[src/inc/i2c_slave_params.svh]
// Register offsets, field codes, reset values and debounce counts
`ifndef I2C_SLAVE_PARAMS_SVH
`define I2C_SLAVE_PARAMS_SVH
// ==========================================
// Register map
`define REG_OWN_ADDR 3'h0
`define REG_MODE_CTRL 3'h1
`define REG_STAT_CTRL 3'h2
`define REG_DATA 3'h3
`define REG_SPI_CTRL 3'h4
// ==========================================
// Reset values
`define MODE_CTRL_RST 8'he0
`define STAT_CTRL_RST 8'h81
`define OWN_ADDR_RST 8'h00
`define SPI_CTRL_RST 8'h00
`define DATA_RST 8'h00
// ==========================================
// Mode codes
`define MODE_SPI_SLAVE 3'h5
`define MODE_I2C_SLAVE 3'h6
// ==========================================
// Debounce lengths in system clocks
`define DEB_NONE 3'h0
`define DEB_TWO 3'h2
`define DEB_FOUR 3'h4
// ==========================================
// Bit counting
`define LAST_BIT 3'h7
`define CNT_ZERO 3'h0
`define CNT_ONE 3'h1
`endif

[src/inc/i2c_slave_pkg.sv]
// Types shared by the two-wire slave control and status block
package i2c_slave_pkg;
  typedef enum logic [5:0] {
    ST_IDLE = 6'h01,
    ST_ADDR = 6'h02,
    ST_ACK_OUT = 6'h04,
    ST_RX = 6'h08,
    ST_TX = 6'h10,
    ST_TX_ACK = 6'h20
  } i2cState_t;
  typedef struct packed {
    logic [2:0] moduleModeSelect;
    logic unusedBit;
    logic [1:0] clockDebounceSelect;
    logic moduleEnable;
    logic slaveIncompleteFlag;
  } modeCtrl_t;
  typedef struct packed {
    logic byteDoneFlag;
    logic addressMatchFlag;
    logic busBusyFlag;
    logic transmitSelect;
    logic ackSendBit;
    logic readWriteCapture;
    logic matchWakeupEnable;
    logic ackReceivedFlag;
  } statCtrl_t;
  typedef struct packed {
    logic [5:0] spare;
    logic transferFlag;
    logic chipSelectEnable;
  } spiCtrl_t;
  typedef struct packed {
    logic [2:0] addr;
    logic [7:0] wrData;
    logic wrStb;
    logic rdStb;
  } regReq_t;
endpackage : i2c_slave_pkg

[src/rtl/i2c_slave_control_status.sv]
// Two-wire slave control and status registers with bus-side sequencing
// ==========================================
// Summary of operation
// RULE1 - Address bits 7..1 hold seven-bit own address
// RULE2 - Address bit 0 is plain read/write storage
// RULE3 - Matching master address selects this slave
// RULE4 - Mode field picks peripheral, two-wire, or off
// RULE5 - Debounce clock input by 0, 2, 4 clocks
// RULE6 - Mode register bit 4 reads zero
// RULE7 - Enable low frees pins, idles the block
// RULE8 - Enable rise resets flags, keeps transmit/ack bits
// RULE9 - Enable rise leaves peripheral control untouched
// RULE10 - Early deselect sets incomplete and transfer flags
// RULE11 - Software incomplete write never sets transfer flag
// RULE12 - Byte-done low while moving, high after byte
// RULE13 - Match flag shows address compare result
// RULE14 - Busy set on START, cleared on STOP
// RULE15 - Transmit select chooses data direction
// RULE16 - Ack-send bit driven on ninth clock
// RULE17 - Software clears ack-send bit before next byte
// RULE18 - Read/write bit captured from address byte
// RULE19 - Wake on match when wake enable set
// RULE20 - Received ack flag sampled on ninth clock
// RULE21 - Transmitter stops and releases on no-ack
// RULE22 - START is data fall with clock high
// RULE23 - Address msb first, then read/write, then ack
// RULE24 - STOP is data rise with clock high
`timescale 1ns/100ps
`include "i2c_slave_params.svh"

module i2c_slave_control_status
  import i2c_slave_pkg::*;
(
  input wire logic clk,
  input wire logic reset_n,
  input wire regReq_t regReq,
  output logic [7:0] rdData,
  input wire logic sclPin,
  input wire logic sdaPin,
  output logic sdaOut,
  output logic sdaOe,
  input wire logic spiSckPin,
  input wire logic spiSelN,
  output logic busEvent,
  output logic wakeReq
);

  // ==========================================
  // Registers
  logic [7:0] ownAddr_q;
  modeCtrl_t mode_q;
  statCtrl_t stat_q;
  spiCtrl_t spi_q;
  logic [7:0] txData_q;
  logic [7:0] rxData_q;
  logic enPrev_q;
  logic wrOwn, wrMode, wrStat, wrData, wrSpi;
  logic i2cOn, spiOn, enRise;

  assign wrOwn = regReq.wrStb && (regReq.addr == `REG_OWN_ADDR);
  assign wrMode = regReq.wrStb && (regReq.addr == `REG_MODE_CTRL);
  assign wrStat = regReq.wrStb && (regReq.addr == `REG_STAT_CTRL);
  assign wrData = regReq.wrStb && (regReq.addr == `REG_DATA);
  assign wrSpi = regReq.wrStb && (regReq.addr == `REG_SPI_CTRL);
  assign i2cOn = mode_q.moduleEnable && (mode_q.moduleModeSelect == `MODE_I2C_SLAVE); // RULE4 RULE7
  assign spiOn = mode_q.moduleEnable && (mode_q.moduleModeSelect == `MODE_SPI_SLAVE); // RULE4
  assign enRise = mode_q.moduleEnable && !enPrev_q;

  always_ff @(posedge clk) begin
    if (!reset_n) begin
      ownAddr_q <= `OWN_ADDR_RST;
    end else if (wrOwn) begin
      ownAddr_q <= regReq.wrData; // RULE1 RULE2
    end
  end

  always_ff @(posedge clk) begin
    if (!reset_n) begin
      enPrev_q <= 1'b0;
    end else begin
      enPrev_q <= mode_q.moduleEnable;
    end
  end

  always_ff @(posedge clk) begin
    if (!reset_n) begin
      txData_q <= `DATA_RST;
    end else if (wrData) begin
      txData_q <= regReq.wrData;
    end
  end

  // ==========================================
  // Pin synchronisers and clock debounce
  logic sclS1_q, sclS2_q, sdaS1_q, sdaS2_q, sdaPrev_q;
  logic sclF_q, sclPrev_q;
  logic [2:0] debCnt_q;
  logic [2:0] debNeed;

  always_ff @(posedge clk) begin
    if (!reset_n) begin
      sclS1_q <= 1'b1;
      sclS2_q <= 1'b1;
      sdaS1_q <= 1'b1;
      sdaS2_q <= 1'b1;
      sdaPrev_q <= 1'b1;
    end else begin
      sclS1_q <= sclPin;
      sclS2_q <= sclS1_q;
      sdaS1_q <= sdaPin;
      sdaS2_q <= sdaS1_q;
      sdaPrev_q <= sdaS2_q;
    end
  end

  always_comb begin
    if (mode_q.clockDebounceSelect[1]) begin
      debNeed = `DEB_FOUR; // RULE5
    end else if (mode_q.clockDebounceSelect[0]) begin
      debNeed = `DEB_TWO; // RULE5
    end else begin
      debNeed = `DEB_NONE; // RULE5
    end
  end

  // A new clock level is accepted only after it has held for the debounce length
  always_ff @(posedge clk) begin
    if (!reset_n) begin
      sclF_q <= 1'b1;
      sclPrev_q <= 1'b1;
      debCnt_q <= `CNT_ZERO;
    end else begin
      sclPrev_q <= sclF_q;
      if (sclS2_q == sclF_q) begin
        debCnt_q <= `CNT_ZERO;
      end else if (debCnt_q >= debNeed) begin
        sclF_q <= sclS2_q; // RULE5
        debCnt_q <= `CNT_ZERO;
      end else begin
        debCnt_q <= debCnt_q + `CNT_ONE;
      end
    end
  end

  logic sclRise, sclFall, startDet, stopDet;
  assign sclRise = sclF_q && !sclPrev_q;
  assign sclFall = !sclF_q && sclPrev_q;
  assign startDet = sclF_q && sclPrev_q && sdaPrev_q && !sdaS2_q; // RULE22
  assign stopDet = sclF_q && sclPrev_q && !sdaPrev_q && sdaS2_q; // RULE24

  // ==========================================
  // Two-wire slave sequencer
  i2cState_t state_q;
  logic [2:0] bitCnt_q;
  logic [7:0] shift_q;
  logic [7:0] txShift_q;
  logic ackPhase_q;
  logic lastRise, addrHit, addrEnd, rxEnd, txEnd, ackSample, byteBegin;

  assign lastRise = sclRise && (bitCnt_q == `LAST_BIT);
  assign addrHit = (shift_q[6:0] == ownAddr_q[7:1]); // RULE3 RULE23
  assign addrEnd = i2cOn && (state_q == ST_ADDR) && lastRise;
  assign rxEnd = i2cOn && (state_q == ST_RX) && lastRise;
  assign txEnd = i2cOn && (state_q == ST_TX) && lastRise;
  assign ackSample = i2cOn && (state_q == ST_TX_ACK) && sclRise && ackPhase_q;
  assign byteBegin = i2cOn && sclRise && (bitCnt_q == `CNT_ZERO) &&
                     ((state_q == ST_RX) || (state_q == ST_TX) || (state_q == ST_ADDR));

  always_ff @(posedge clk) begin
    if (!reset_n) begin
      state_q <= ST_IDLE;
      bitCnt_q <= `CNT_ZERO;
      shift_q <= `DATA_RST;
      txShift_q <= `DATA_RST;
      ackPhase_q <= 1'b0;
      sdaOe <= 1'b0;
    end else if (!i2cOn) begin
      state_q <= ST_IDLE; // RULE7
      sdaOe <= 1'b0;
      ackPhase_q <= 1'b0;
    end else if (startDet) begin
      state_q <= ST_ADDR;
      bitCnt_q <= `CNT_ZERO;
      ackPhase_q <= 1'b0;
      sdaOe <= 1'b0;
    end else if (stopDet) begin
      state_q <= ST_IDLE;
      sdaOe <= 1'b0;
    end else begin
      case (state_q)
        ST_ADDR, ST_RX: begin
          if (sclRise) begin
            shift_q <= {shift_q[6:0], sdaS2_q}; // RULE23
            bitCnt_q <= bitCnt_q + `CNT_ONE;
          end
          if (lastRise) begin
            ackPhase_q <= 1'b0;
            if (state_q == ST_RX || addrHit) begin
              state_q <= ST_ACK_OUT;
            end else begin
              state_q <= ST_IDLE;
            end
          end
        end
        ST_ACK_OUT: begin
          if (sclFall && !ackPhase_q) begin
            ackPhase_q <= 1'b1;
            if (stat_q.addressMatchFlag) begin
              sdaOe <= 1'b1; // RULE23
            end else begin
              sdaOe <= !stat_q.ackSendBit; // RULE16
            end
          end else if (sclFall) begin
            ackPhase_q <= 1'b0;
            bitCnt_q <= `CNT_ZERO;
            if (stat_q.transmitSelect) begin
              state_q <= ST_TX; // RULE15
              sdaOe <= !txData_q[7];
              txShift_q <= {txData_q[6:0], 1'b0};
            end else begin
              state_q <= ST_RX; // RULE15
              sdaOe <= 1'b0;
            end
          end
        end
        ST_TX: begin
          if (sclFall) begin
            sdaOe <= !txShift_q[7];
            txShift_q <= {txShift_q[6:0], 1'b0};
          end
          if (sclRise) begin
            bitCnt_q <= bitCnt_q + `CNT_ONE;
          end
          if (lastRise) begin
            state_q <= ST_TX_ACK;
            ackPhase_q <= 1'b0;
          end
        end
        ST_TX_ACK: begin
          if (sclFall && !ackPhase_q) begin
            ackPhase_q <= 1'b1;
            sdaOe <= 1'b0;
          end else if (sclFall) begin
            ackPhase_q <= 1'b0;
            bitCnt_q <= `CNT_ZERO;
            if (!stat_q.ackReceivedFlag) begin
              state_q <= ST_TX; // RULE21
              sdaOe <= !txData_q[7];
              txShift_q <= {txData_q[6:0], 1'b0};
            end else begin
              state_q <= ST_IDLE; // RULE21
              sdaOe <= 1'b0;
            end
          end
        end
        default: begin
          sdaOe <= 1'b0;
        end
      endcase
    end
  end

  // Open-drain: the data pin is only ever pulled low
  always_ff @(posedge clk) begin
    if (!reset_n) begin
      sdaOut <= 1'b0;
    end else begin
      sdaOut <= 1'b0;
    end
  end

  always_ff @(posedge clk) begin
    if (!reset_n) begin
      rxData_q <= `DATA_RST;
    end else if (rxEnd) begin
      rxData_q <= {shift_q[6:0], sdaS2_q};
    end
  end

  // ==========================================
  // Status and control flags; hardware sets win over software writes
  always_ff @(posedge clk) begin
    if (!reset_n) begin
      stat_q <= `STAT_CTRL_RST;
    end else begin
      if (wrStat) begin
        stat_q.transmitSelect <= regReq.wrData[4];
        stat_q.ackSendBit <= regReq.wrData[3]; // RULE17
        stat_q.readWriteCapture <= regReq.wrData[2];
        stat_q.matchWakeupEnable <= regReq.wrData[1]; // RULE19
      end
      if (enRise && i2cOn) begin
        stat_q.byteDoneFlag <= 1'b1; // RULE8
        stat_q.addressMatchFlag <= 1'b0;
        stat_q.busBusyFlag <= 1'b0;
        stat_q.readWriteCapture <= 1'b0;
        stat_q.ackReceivedFlag <= 1'b1;
      end else if (i2cOn) begin
        if (startDet) begin
          stat_q.busBusyFlag <= 1'b1; // RULE14
          stat_q.addressMatchFlag <= 1'b0;
        end else if (stopDet) begin
          stat_q.busBusyFlag <= 1'b0; // RULE14
        end
        if (byteBegin) begin
          stat_q.byteDoneFlag <= 1'b0; // RULE12
          if (state_q != ST_ADDR) begin
            stat_q.addressMatchFlag <= 1'b0;
          end
        end
        if (addrEnd) begin
          stat_q.addressMatchFlag <= addrHit; // RULE13
          if (addrHit) begin
            stat_q.readWriteCapture <= sdaS2_q; // RULE18
            stat_q.byteDoneFlag <= 1'b1;
          end
        end
        if (rxEnd || txEnd) begin
          stat_q.byteDoneFlag <= 1'b1; // RULE12
        end
        if (ackSample) begin
          stat_q.ackReceivedFlag <= sdaS2_q; // RULE20
        end
      end
    end
  end

  always_ff @(posedge clk) begin
    if (!reset_n) begin
      busEvent <= 1'b0;
      wakeReq <= 1'b0;
    end else begin
      busEvent <= (addrEnd && addrHit) || rxEnd || txEnd; // RULE12
      wakeReq <= addrEnd && addrHit && stat_q.matchWakeupEnable; // RULE19
    end
  end

  // ==========================================
  // Peripheral-slave incomplete detection
  logic sckS1_q, sckS2_q, sckPrev_q, selS1_q, selS2_q, selPrev_q;
  logic [2:0] spiCnt_q;
  logic spiArmed, spiSckRise, spiDesel, spiEarly, spiByte;

  always_ff @(posedge clk) begin
    if (!reset_n) begin
      sckS1_q <= 1'b0;
      sckS2_q <= 1'b0;
      sckPrev_q <= 1'b0;
      selS1_q <= 1'b1;
      selS2_q <= 1'b1;
      selPrev_q <= 1'b1;
    end else begin
      sckS1_q <= spiSckPin;
      sckS2_q <= sckS1_q;
      sckPrev_q <= sckS2_q;
      selS1_q <= spiSelN;
      selS2_q <= selS1_q;
      selPrev_q <= selS2_q;
    end
  end

  assign spiArmed = spiOn && spi_q.chipSelectEnable;
  assign spiSckRise = sckS2_q && !sckPrev_q && !selS2_q;
  assign spiDesel = selS2_q && !selPrev_q;
  assign spiEarly = spiArmed && spiDesel && (spiCnt_q != `CNT_ZERO); // RULE10
  assign spiByte = spiArmed && spiSckRise && (spiCnt_q == `LAST_BIT);

  always_ff @(posedge clk) begin
    if (!reset_n) begin
      spiCnt_q <= `CNT_ZERO;
    end else if (!spiArmed || spiDesel) begin
      spiCnt_q <= `CNT_ZERO;
    end else if (spiSckRise) begin
      spiCnt_q <= spiCnt_q + `CNT_ONE;
    end
  end

  // Control fields are left alone on an enable rise so software setup survives
  always_ff @(posedge clk) begin
    if (!reset_n) begin
      mode_q <= `MODE_CTRL_RST;
    end else begin
      if (wrMode) begin
        mode_q <= regReq.wrData; // RULE4 RULE11
        mode_q.unusedBit <= 1'b0; // RULE6
      end
      if (spiEarly) begin
        mode_q.slaveIncompleteFlag <= 1'b1; // RULE10
      end
    end
  end

  always_ff @(posedge clk) begin
    if (!reset_n) begin
      spi_q <= `SPI_CTRL_RST;
    end else begin
      if (wrSpi) begin
        spi_q.chipSelectEnable <= regReq.wrData[0]; // RULE9
        spi_q.transferFlag <= regReq.wrData[1];
      end
      if (spiEarly || spiByte) begin
        spi_q.transferFlag <= 1'b1; // RULE10 RULE11
      end
    end
  end

  // ==========================================
  // Read port, data valid the cycle after the strobe
  always_ff @(posedge clk) begin
    if (!reset_n) begin
      rdData <= `DATA_RST;
    end else if (!regReq.rdStb) begin
      rdData <= `DATA_RST;
    end else if (regReq.addr == `REG_OWN_ADDR) begin
      rdData <= ownAddr_q;
    end else if (regReq.addr == `REG_MODE_CTRL) begin
      rdData <= mode_q; // RULE6
    end else if (regReq.addr == `REG_STAT_CTRL) begin
      rdData <= stat_q;
    end else if (regReq.addr == `REG_DATA) begin
      rdData <= rxData_q;
    end else if (regReq.addr == `REG_SPI_CTRL) begin
      rdData <= spi_q;
    end else begin
      rdData <= `DATA_RST;
    end
  end

endmodule : i2c_slave_control_status

[config.mk]
export PLATFORM = sky130hd
export DESIGN_NAME = i2c_slave_control_status
export DESIGN_NICKNAME = d
export VERILOG_FILES = /design/src/inc/i2c_slave_pkg.sv /design/src/rtl/i2c_slave_control_status.sv
export VERILOG_INCLUDE_DIRS = /design/src /design/src/inc
export SDC_FILE = /design/constraint.sdc
export NUM_CORES = 1
export LEC_CHECK = 0
export ABC_CLOCK_PERIOD_IN_PS = 2400
export BUFFER_PORTS_ARGS = -buffer_cell sky130_fd_sc_hd__buf_2
export CORE_MARGIN = 5
export CORE_UTILIZATION = 30
export DETAILED_ROUTE_END_ITERATION = 16
export HOLD_SLACK_MARGIN = 0.05
export PLACE_DENSITY = 0.49
export SYNTH_ARGS = -nofsm -noshare
export SYNTH_HDL_FRONTEND = slang
export SYNTH_SLANG_ARGS = --single-unit
[constraint.sdc]
create_clock -name clk -period 2.4 [get_ports clk]
set_clock_uncertainty 0.1 [all_clocks]
set_input_delay 0.24 -clock clk [delete_from_list [all_inputs] [get_ports clk]]
set_output_delay 0.24 -clock clk [all_outputs]
set_load 0.01 [all_outputs]
==> impl_metrics.env, run 1 <==
export IMPL_dp_hpwl_mm=8.15
export IMPL_seq_area_frac_synth_pct=43.7
export IMPL_grt_max_degree=32
export IMPL_via_count=3529
export IMPL_power_density_mw_per_mm2=645
export IMPL_avgSynthCellArea_um2=8.76
export IMPL_num_rows=44
export IMPL_arrival_ps=2270
export IMPL_synth_warnings=0
export IMPL_setup_worst_path_start_class="flop"
export IMPL_intPower_mw=2.57
export IMPL_layout_drive_gt1_share_pct=13.1
export IMPL_outcome="complete, no violations"
export IMPL_clock_power_share_pct=45.3
export IMPL_p_sw_uw=709
export IMPL_synth_common_cells="dfxtp_1, nand2_1, nor2_1"
export IMPL_yosys_area_share_simple_pct=23.1
export IMPL_synth_enable_flop_cells=0
export IMPL_htreeDepth=3
export IMPL_yosys_area_top_type="dfxtp_1"
export IMPL_grt_usage_pct=13.6
export IMPL_ys_flop_type="dfxtp_1"
export IMPL_synth_mux_area_share_pct=8.51
export IMPL_layoutNonFillerInstCount=719
export IMPL_relSlewSlack_pct=62.9
export IMPL_gp_congestion=0.879
export IMPL_max_freq_ghz=0.473
export IMPL_ir_drop_v=0.000320
export IMPL_synth_top_family_by_area="simple AND/OR/NAND/NOR gates"
export IMPL_slowest_stage="nor4_4"
export IMPL_synth_compound_area_share_pct=14.9
export IMPL_drtAntennaViolNets=0
export IMPL_synth_xor_area_share_pct=2.79
export IMPL_avgViaCountPerCell=4.91
export IMPL_io_buffer_count=29
export IMPL_synth_nets=530
export IMPL_crit_fanout=14
export IMPL_die_h_um=131
export IMPL_place_inst=697
export IMPL_crit_chain="nor4_4, nand3_2, a2111oi_4, buf_4, nor2_1, a211oi_1"
export IMPL_hold_viol_final=0
export IMPL_crit_path_end_kind="flop"
export IMPL_root_buffer="clkbuf_16"
export IMPL_holdWs_ps=84.0
export IMPL_clockBufferDepth=2
export IMPL_synth_cell_types=56
export IMPL_antenna_found_initial=0
export IMPL_grt_pass1_vias=3446
export IMPL_start_util_pct=30.4
export IMPL_grt_pass1_wl_mm=18.0
export IMPL_switching_share_pct=21.6
export IMPL_routed_wl_mm=10.8
export IMPL_max_cap_violations=0
export IMPL_syn_to_final_growth_pct=15.7
export IMPL_ys_async_sr_fraction_pct=0
export IMPL_pwr_share_seq_pct=49.8
export IMPL_drv_slew=0
export IMPL_cp_slowest_stage_delay_ps=510
export IMPL_tightest_slew_ps=554
export IMPL_cts_buffers=9
export IMPL_dr_pass1_iters=4
export IMPL_diodes=0
export IMPL_cts_setup_buffers=0
export IMPL_p_total_mw=3.28
export IMPL_clock_latency_ps=350
export IMPL_finalCriticalPeriod_ps=2120
export IMPL_dieArea_mm2=0.0172
export IMPL_clock_sinks=96
export IMPL_rsz0062_at_grt="no"
export IMPL_die_w_um=131
export IMPL_post_route_cell_area_mm2=0.00508
export IMPL_power_leakage_nw=1.92
export IMPL_yosysMostFrequentCell="dfxtp_1"
export IMPL_synth_seq_cells=96
export IMPL_setup_viol=0
export IMPL_wire_per_inst_um=15.1
export IMPL_drt_iter0_markers=192
export IMPL_finalCritPeriodShare_pct=88.2
export IMPL_clk_pin_slew_ps=70
export IMPL_min_path_type="input port to flop"
export IMPL_combPwrFrac_pct=4.9
export IMPL_worstSetupPathType="flop to flop"
export IMPL_setup_tns_ps=0
export IMPL_design_core_area_mm2=0.0145
export IMPL_crit_required_ps=2550
export IMPL_synthCells=502
export IMPL_final_nets=559
export IMPL_netlist_area_leader_share_pct=43.7
export IMPL_grt_overflow_total=0
export IMPL_drc=0
export IMPL_synthAdderAreaFrac_pct=2.56
export IMPL_ys_top_cells_by_area="dfxtp_1, mux2i_1, nand2_1"
export IMPL_io_pins=31
export IMPL_dpl_cell_area_mm2=0.00471
export IMPL_synth_area_mm2=0.00440
export IMPL_cts_tree="built"
[sequential cells by signal, summed over array words and instances, names as in the netlist, 6 cells and up]
register,flops
ownAddr_q,8
rxData_q,8
state_q,6
txShift_q,7
stat_q,8
shift_q,7
rdData,8
mode_q,7
txData_q,8
[per-layer routing]
layer | up-vias | routed length, um | track usage (%)
met1 | 1661 | 5050 | 17.7
met4 | 0 | 250 | 5.99
met3 | 20 | 394 | 2.48
li1 | 1781 | - | -
met2 | 67 | 5130 | 22.0
met5 | - | 0 | 0
[worst max-delay path: cells and delay by family (launching register included)]
kind / cells / cell delay (ps)
compound gates: 2 / 540
simple gates: 3 / 730
buf+inv: 1 / 250
flops: 1 / 410
[layout make-up]
cell class	count	area, um^2
Clock buffer	13	270
Clock inverter	2	37.5
Fill cell	1488	9400
Inverter	14	52.6
Multi-Input combinational cell	364	2280
Sequential cell	96	1920
Tap cell	184	230
Timing Repair Buffer	46	290
[through the flow]
step	worst slack (ps)	util, %
6_report	284	35.1
5_1_grt	97.8	35.1
4_1_cts	254	35.1
3_5_place_dp	304	32.5
3_3_place_gp	364	32.5
2_1_floorplan	475	-
[power groups by stage]
stage	logic (mW)	clock network, mW	registers (mW)
2_1_floorplan	0.101	0	1.66
3_3_place_gp	0.154	0	1.67
3_5_place_dp	0.155	0	1.67
4_1_cts	0.164	1.53	1.63
5_1_grt	0.179	1.58	1.63
6_report	0.161	1.48	1.63
[path summary, 6_finish.rpt]
path,from,slack [ps],cells past startpoint,endpoint
worst min-delay path,regReq[6],80,3,stat_q[4]
worst max-delay path,state_q[1],280,6,txShift_q[3]
worst min register to register,sdaS1_q,300,1,sdaS2_q
worst max register to register,state_q[1],280,6,txShift_q[3]
[repair_timing]
item                      in CTS  in global routing
resized for setup              0                  0
hold endpoints to repair       9                  0
hold buffers                   7                  0
[layout by cell type, fill, tap and decap left out, drive strengths merged, types with 5 or more instances in the layout]
| master | n |
|---|---|
| nand2 | 75 |
| ha | 9 |
| xnor2 | 9 |
| o21ai | 20 |
| nand2b | 16 |
| nor2b | 13 |
| nand4 | 5 |
| a21oi | 22 |
| and2 | 6 |
| clkbuf | 13 |
| xor2 | 5 |
| dfxtp | 96 |
| a211oi | 11 |
| dlygate4sd3 | 7 |
| inv | 14 |
| nor3 | 7 |
| a21boi | 16 |
| nand3 | 17 |
| buf | 39 |
| mux2i | 34 |
| nor2 | 49 |
[kinds of logic (layout without fill, tap and decap cells)]
group	Yosys count	in the layout
multiplexers	36	36
other	1	1
AND/OR/NAND/NOR	209	209
buffers and inverters	42	75
flip-flops	96	96
adder cells (fa/ha/maj)	9	9
XOR/XNOR	14	14
AO/OA/AOI/OAI	95	95
Power figures use the tool's default switching activity.
==> run 2, diff against run 1 <==
- ABC_AREA: unset -> 1
==> impl_metrics.env, run 2 <==
export IMPL_outcome="complete, no violations"
export IMPL_pwr_share_seq_pct=48.8
export IMPL_ys_flop_type="dfxtp_1"
export IMPL_grt_pass1_vias=3604
export IMPL_setup_viol=0
export IMPL_ys_top_cells_by_area="dfxtp_1, nand2_1, inv_1"
export IMPL_setup_tns_ps=0
export IMPL_relSlewSlack_pct=57.1
export IMPL_min_path_type="input port to flop"
export IMPL_synth_common_cells="nand2_1, dfxtp_1, inv_1"
export IMPL_clock_latency_ps=340
export IMPL_path_common_cell="nor2_1"
export IMPL_hold_viol_final=0
export IMPL_root_buffer="clkbuf_16"
export IMPL_drc=0
export IMPL_seq_area_frac_synth_pct=45.2
export IMPL_syn_to_final_growth_pct=16.4
export IMPL_max_cap_violations=0
export IMPL_diodes=0
export IMPL_combPwrFrac_pct=5.3
export IMPL_die_w_um=129
export IMPL_dp_hpwl_mm=8.53
export IMPL_setup_worst_path_start_class="flop"
export IMPL_ys_async_sr_fraction_pct=0
export IMPL_cp_top_family="simple AND/OR/NAND/NOR gates"
export IMPL_netlist_area_leader_share_pct=45.2
export IMPL_synth_warnings=0
export IMPL_multi_input_area_mm2=0.00195
export IMPL_clockBufferDepth=2
export IMPL_grt_usage_pct=14.0
export IMPL_drt_iter0_markers=281
export IMPL_yosys_area_top_type="dfxtp_1"
export IMPL_crit_required_ps=2540
export IMPL_rr_startpoint="state_q[1]"
export IMPL_synth_nets=611
export IMPL_cts_resized=0
export IMPL_synthCells=583
export IMPL_clock_power_share_pct=45.8
export IMPL_start_util_pct=30.7
export IMPL_preCtsSetupSlack_ps=354
export IMPL_switching_share_pct=21.7
export IMPL_antenna_found_initial=0
export IMPL_io_pins=31
export IMPL_grt_overflow_total=0
export IMPL_grt_pass1_wl_mm=18.2
export IMPL_cts_tree="built"
export IMPL_htreeDepth=3
export IMPL_slowest_stage="dfxtp_1"
export IMPL_num_rows=43
export IMPL_intPower_mw=2.62
export IMPL_cp_slowest_stage_delay_ps=350
export IMPL_io_buffer_count=29
export IMPL_p_sw_uw=725
export IMPL_final_nets=646
export IMPL_drv_slew=0
export IMPL_via_count=3778
export IMPL_crit_fanout=13
export IMPL_dr_pass1_iters=4
export IMPL_worst_slack_ps=354
export IMPL_routed_wl_mm=11.1
export IMPL_finalCritPeriodShare_pct=85.2
export IMPL_final_common_cell="nand2_1"
export IMPL_tightest_slew_ps=637
export IMPL_gp_congestion=0.854
export IMPL_power_leakage_nw=2.05
export IMPL_clk_pin_slew_ps=70
export IMPL_crit_chain="nor2_4, nand3_2, inv_2, nor2_1, nor2_1, nand3_1, o21ai_0, nor2_1"
export IMPL_finalCriticalPeriod_ps=2050
export IMPL_rsz0062_at_grt="no"
export IMPL_regArea_mm2=0.00192
export IMPL_avgSynthCellArea_um2=7.30
export IMPL_cts_buffers=9
export IMPL_synth_cell_types=37
export IMPL_yosysMostFrequentCell="nand2_1"
export IMPL_final_cell_mix="nand2_1, dfxtp_1, inv_1"
export IMPL_layout_drive_gt1_share_pct=13.2
export IMPL_hp_start="regReq[9]"
export IMPL_synth_seq_cells=96
export IMPL_avgViaCountPerCell=4.70
export IMPL_clock_sinks=96
export IMPL_die_h_um=129
export IMPL_synth_enable_flop_cells=0
export IMPL_ir_drop_v=0.000282
export IMPL_wire_per_inst_um=13.8
export IMPL_max_freq_ghz=0.489
export IMPL_grt_max_degree=22
export IMPL_dieArea_mm2=0.0167
export IMPL_crit_buf_inv=1
export IMPL_startpoint="state_q[1]"
export IMPL_crit_path_end_kind="flop"
export IMPL_synth_area_mm2=0.00426
export IMPL_drtAntennaViolNets=0
export IMPL_fill_cells=1502
export IMPL_design_core_area_mm2=0.0139
export IMPL_worstSetupPathType="flop to flop"
export IMPL_power_density_mw_per_mm2=675
export IMPL_cts_setup_buffers=0
export IMPL_arrival_ps=2180
[run 2: cell types whose count changed in the layout (fill, tap and decap cells not counted), moves of 16 or more]
cell,previous run,this run
inv_1,14,74
mux2i_1,34,0
nand2_1,75,107
o21ai_0,19,50
a21oi_1,22,51
nor2_1,48,71
a21boi_0,16,0
nand2b_1,16,0
[run 2: area by class of cell]
class / instances / area share (%)
sequential: 96 / 38.8
inverter: 80 / 6.06
tap: 180 / 4.55
timing repair buffer: 40 / 4.80
clock buffer: 13 / 5.05
multi-input combinational: 391 / 39.4
clock inverter: 3 / 1.31
[run 2: final timing paths]
check | endpoint | slack, ps | depth (start not counted)
hold reg to reg | sdaS2_q | 320 | 1
hold / removal | mode_q[7] | 80 | 3
setup / recovery | txShift_q[2] | 350 | 8
setup reg to reg | txShift_q[2] | 350 | 8
[run 2: cells by family (layout without fill, tap and decap cells)]
logic type	Yosys count	in the layout	synth area share, %
buffers and inverters	96	136	8.94
AO/OA/AOI/OAI	128	128	16.2
adder cells (fa/ha/maj)	9	9	2.65
other	1	1	0.0881
AND/OR/NAND/NOR	249	249	26.1
XOR/XNOR	4	4	0.823
flip-flops	96	96	45.2
[run 2: power by group through the flow]
| stage | Sequential [mW] | Combinational, mW | Clock (mW) |
|---|---|---|---|
| floorplan | 1.67 | 0.105 | 0 |
| global placement | 1.67 | 0.172 | 0 |
| detailed placement | 1.67 | 0.172 | 0 |
| CTS | 1.63 | 0.178 | 1.59 |
| global route | 1.64 | 0.199 | 1.65 |
| finish | 1.63 | 0.178 | 1.53 |
[run 2: worst min-delay path, stage by stage]
cell	delay [ps]
buf_2	120
nand2_1	60
o211ai_1	70
[run 2: routing by layer]
metal | up-vias | part of all wire, % | track usage (%)
met5 | - | 0 | 0
met4 | 0 | 0.52 | 4.20
met3 | 6 | 4.9 | 3.22
met2 | 72 | 46 | 22.2
met1 | 1744 | 48 | 19.0
li1 | 1956 | - | -
[run 2: metrics by stage]
| stage | power [mW] | cell area (um^2) | hold WS, ps | utilization (%) | std cells |
|---|---|---|---|---|---|
| 4_1_cts | 3.40 | 4950 | 69.4 | 35.7 | 803 |
| 3_5_place_dp | 1.84 | 4600 | 304 | 33.1 | 783 |
| 5_1_grt | 3.49 | 4950 | 96.8 | 35.7 | 803 |
| 3_3_place_gp | 1.84 | 4600 | 297 | 33.1 | 783 |
| 6_report | 3.34 | 4950 | 82.9 | 35.7 | 803 |
| 2_1_floorplan | 1.77 | 4260 | 238 | - | 583 |
[run 2: timing repair]
| item | CTS | global route |
|---|---|---|
| endpoints found under the setup margin | 0 | 0 |
| endpoints found under the hold margin | 4 | 0 |
| hold buffers | 4 | 0 |
==> run 3, diff against run 2 <==
- REMOVE_ABC_BUFFERS: unset -> 1
==> impl_metrics.env, run 3 (synthesis gave the netlist of run 2 again) <==
export IMPL_rsz0062_at_grt="no"
export IMPL_outcome="complete, no violations"
export IMPL_ir_drop_v=0.000367
export IMPL_p_total_mw=3.29
export IMPL_final_core_util_pct=35.6
export IMPL_holdWs_ps=79.6
export IMPL_crit_path_end_kind="flop"
export IMPL_root_buffer="clkbuf_16"
export IMPL_worstSetupPathType="flop to flop"
export IMPL_drc=0
export IMPL_dp_hpwl_mm=9.05
export IMPL_cts_buffers=9
export IMPL_power_density_mw_per_mm2=665
export IMPL_clockBufferDepth=2
export IMPL_syn_to_final_growth_pct=16.2
export IMPL_pwr_share_seq_pct=49.7
export IMPL_dr_pass1_iters=5
export IMPL_fill_cells=1476
export IMPL_min_path_type="input port to flop"
export IMPL_routed_wl_mm=11.9
export IMPL_diodes=0
export IMPL_rr_worst_depth=8
export IMPL_crit_required_ps=2530
export IMPL_tightest_slew_ps=597
export IMPL_intPower_mw=2.56
export IMPL_startpoint="state_q[1]"
export IMPL_design_core_area_mm2=0.0139
export IMPL_regArea_mm2=0.00192
export IMPL_drt_iter0_markers=202
export IMPL_io_buffer_count=29
export IMPL_post_route_cell_area_mm2=0.00494
export IMPL_die_w_um=129
export IMPL_setup_worst_path_start_class="flop"
export IMPL_grt_overflow_total=0
export IMPL_io_pins=31
export IMPL_num_rows=43
export IMPL_setup_viol=0
export IMPL_layout_drive_gt1_share_pct=13.5
export IMPL_crit_fanout=13
export IMPL_clock_power_share_pct=44.8
export IMPL_combPwrFrac_pct=5.5
export IMPL_final_nets=646
export IMPL_drv_slew=0
export IMPL_htreeDepth=3
export IMPL_avgViaCountPerCell=4.73
export IMPL_finalCritPeriodShare_pct=87.2
export IMPL_arrival_ps=2230
export IMPL_multi_input_area_mm2=0.00195
export IMPL_finalCriticalPeriod_ps=2090
export IMPL_final_common_cell="nand2_1"
export IMPL_max_freq_ghz=0.478
export IMPL_cts_tree="built"
export IMPL_grt_pass1_wl_mm=19.2
export IMPL_gp_congestion=0.887
export IMPL_antenna_found_initial=0
export IMPL_final_cell_mix="nand2_1, dfxtp_1, inv_1"
export IMPL_clk_pin_slew_ps=60
export IMPL_cts_resized=0
export IMPL_cts_hold_buf=4
export IMPL_hold_viol_final=0
export IMPL_hp_start="regReq[9]"
export IMPL_grt_pass1_vias=3767
export IMPL_wire_per_inst_um=14.9
export IMPL_cts_setup_buffers=0
export IMPL_rr_startpoint="state_q[1]"
export IMPL_die_h_um=129
export IMPL_switching_share_pct=22.1
export IMPL_p_sw_uw=727
export IMPL_via_count=3794
export IMPL_hold_depth=3
export IMPL_grt_max_degree=27
export IMPL_clock_sinks=96
export IMPL_power_leakage_nw=2.05
export IMPL_setup_tns_ps=0
export IMPL_start_util_pct=30.7
export IMPL_relSlewSlack_pct=59.7
export IMPL_clock_latency_ps=350
export IMPL_grt_usage_pct=14.9
export IMPL_max_cap_violations=0
export IMPL_dieArea_mm2=0.0167
export IMPL_drtAntennaViolNets=0
export IMPL_dpl_cell_area_mm2=0.00460
run 3: critical path, stage by stage, from the launching register on:
cell and delay, ps:
dfxtp_1 340, nor2_4 200, nand3_2 220, inv_2 260, nor2_1 120, nor2_1 220
nand3_1 250, o21ai_0 220, nor2_1 60
run 3: power by group through the flow:
stage	Clock (mW)	Combinational, mW	Sequential [mW]
floorplan	0	0.0914	1.67
global placement	0	0.177	1.67
detailed placement	0	0.178	1.67
CTS	1.52	0.184	1.63
global route	1.58	0.203	1.64
finish	1.47	0.182	1.63
run 3: cell type report:
cell class	instances	share of cell area (%)
Clock buffer	12	5.39
Inverter	80	6.07
Multi-Input combinational cell	391	39.5
Timing Repair Buffer	40	4.81
Tap cell	180	4.55
Clock inverter	3	0.810
Sequential cell	96	38.9
run 3: final timing paths:
check             slack (ps)      endpoint
hold / removal            80     mode_q[7]
setup reg to reg         310  txShift_q[4]
hold reg to reg          320       sclS2_q
setup / recovery         310  txShift_q[4]
run 3: layer usage:
| metal | wire length (um) | GRT usage (%) | vias to the layer above |
|---|---|---|---|
| li1 | - | - | 1946 |
| met1 | 5620 | 19.3 | 1750 |
| met2 | 5620 | 24.8 | 77 |
| met3 | 368 | 1.98 | 21 |
| met4 | 306 | 6.49 | 0 |
| met5 | 0 | 0 | - |
run 3: through the flow:
step,std cells,setup WS (ps)
after detailed placement,783,307
after global placement,783,293
after floorplan,567,794
after global routing,802,104
final,802,307
after CTS,802,292
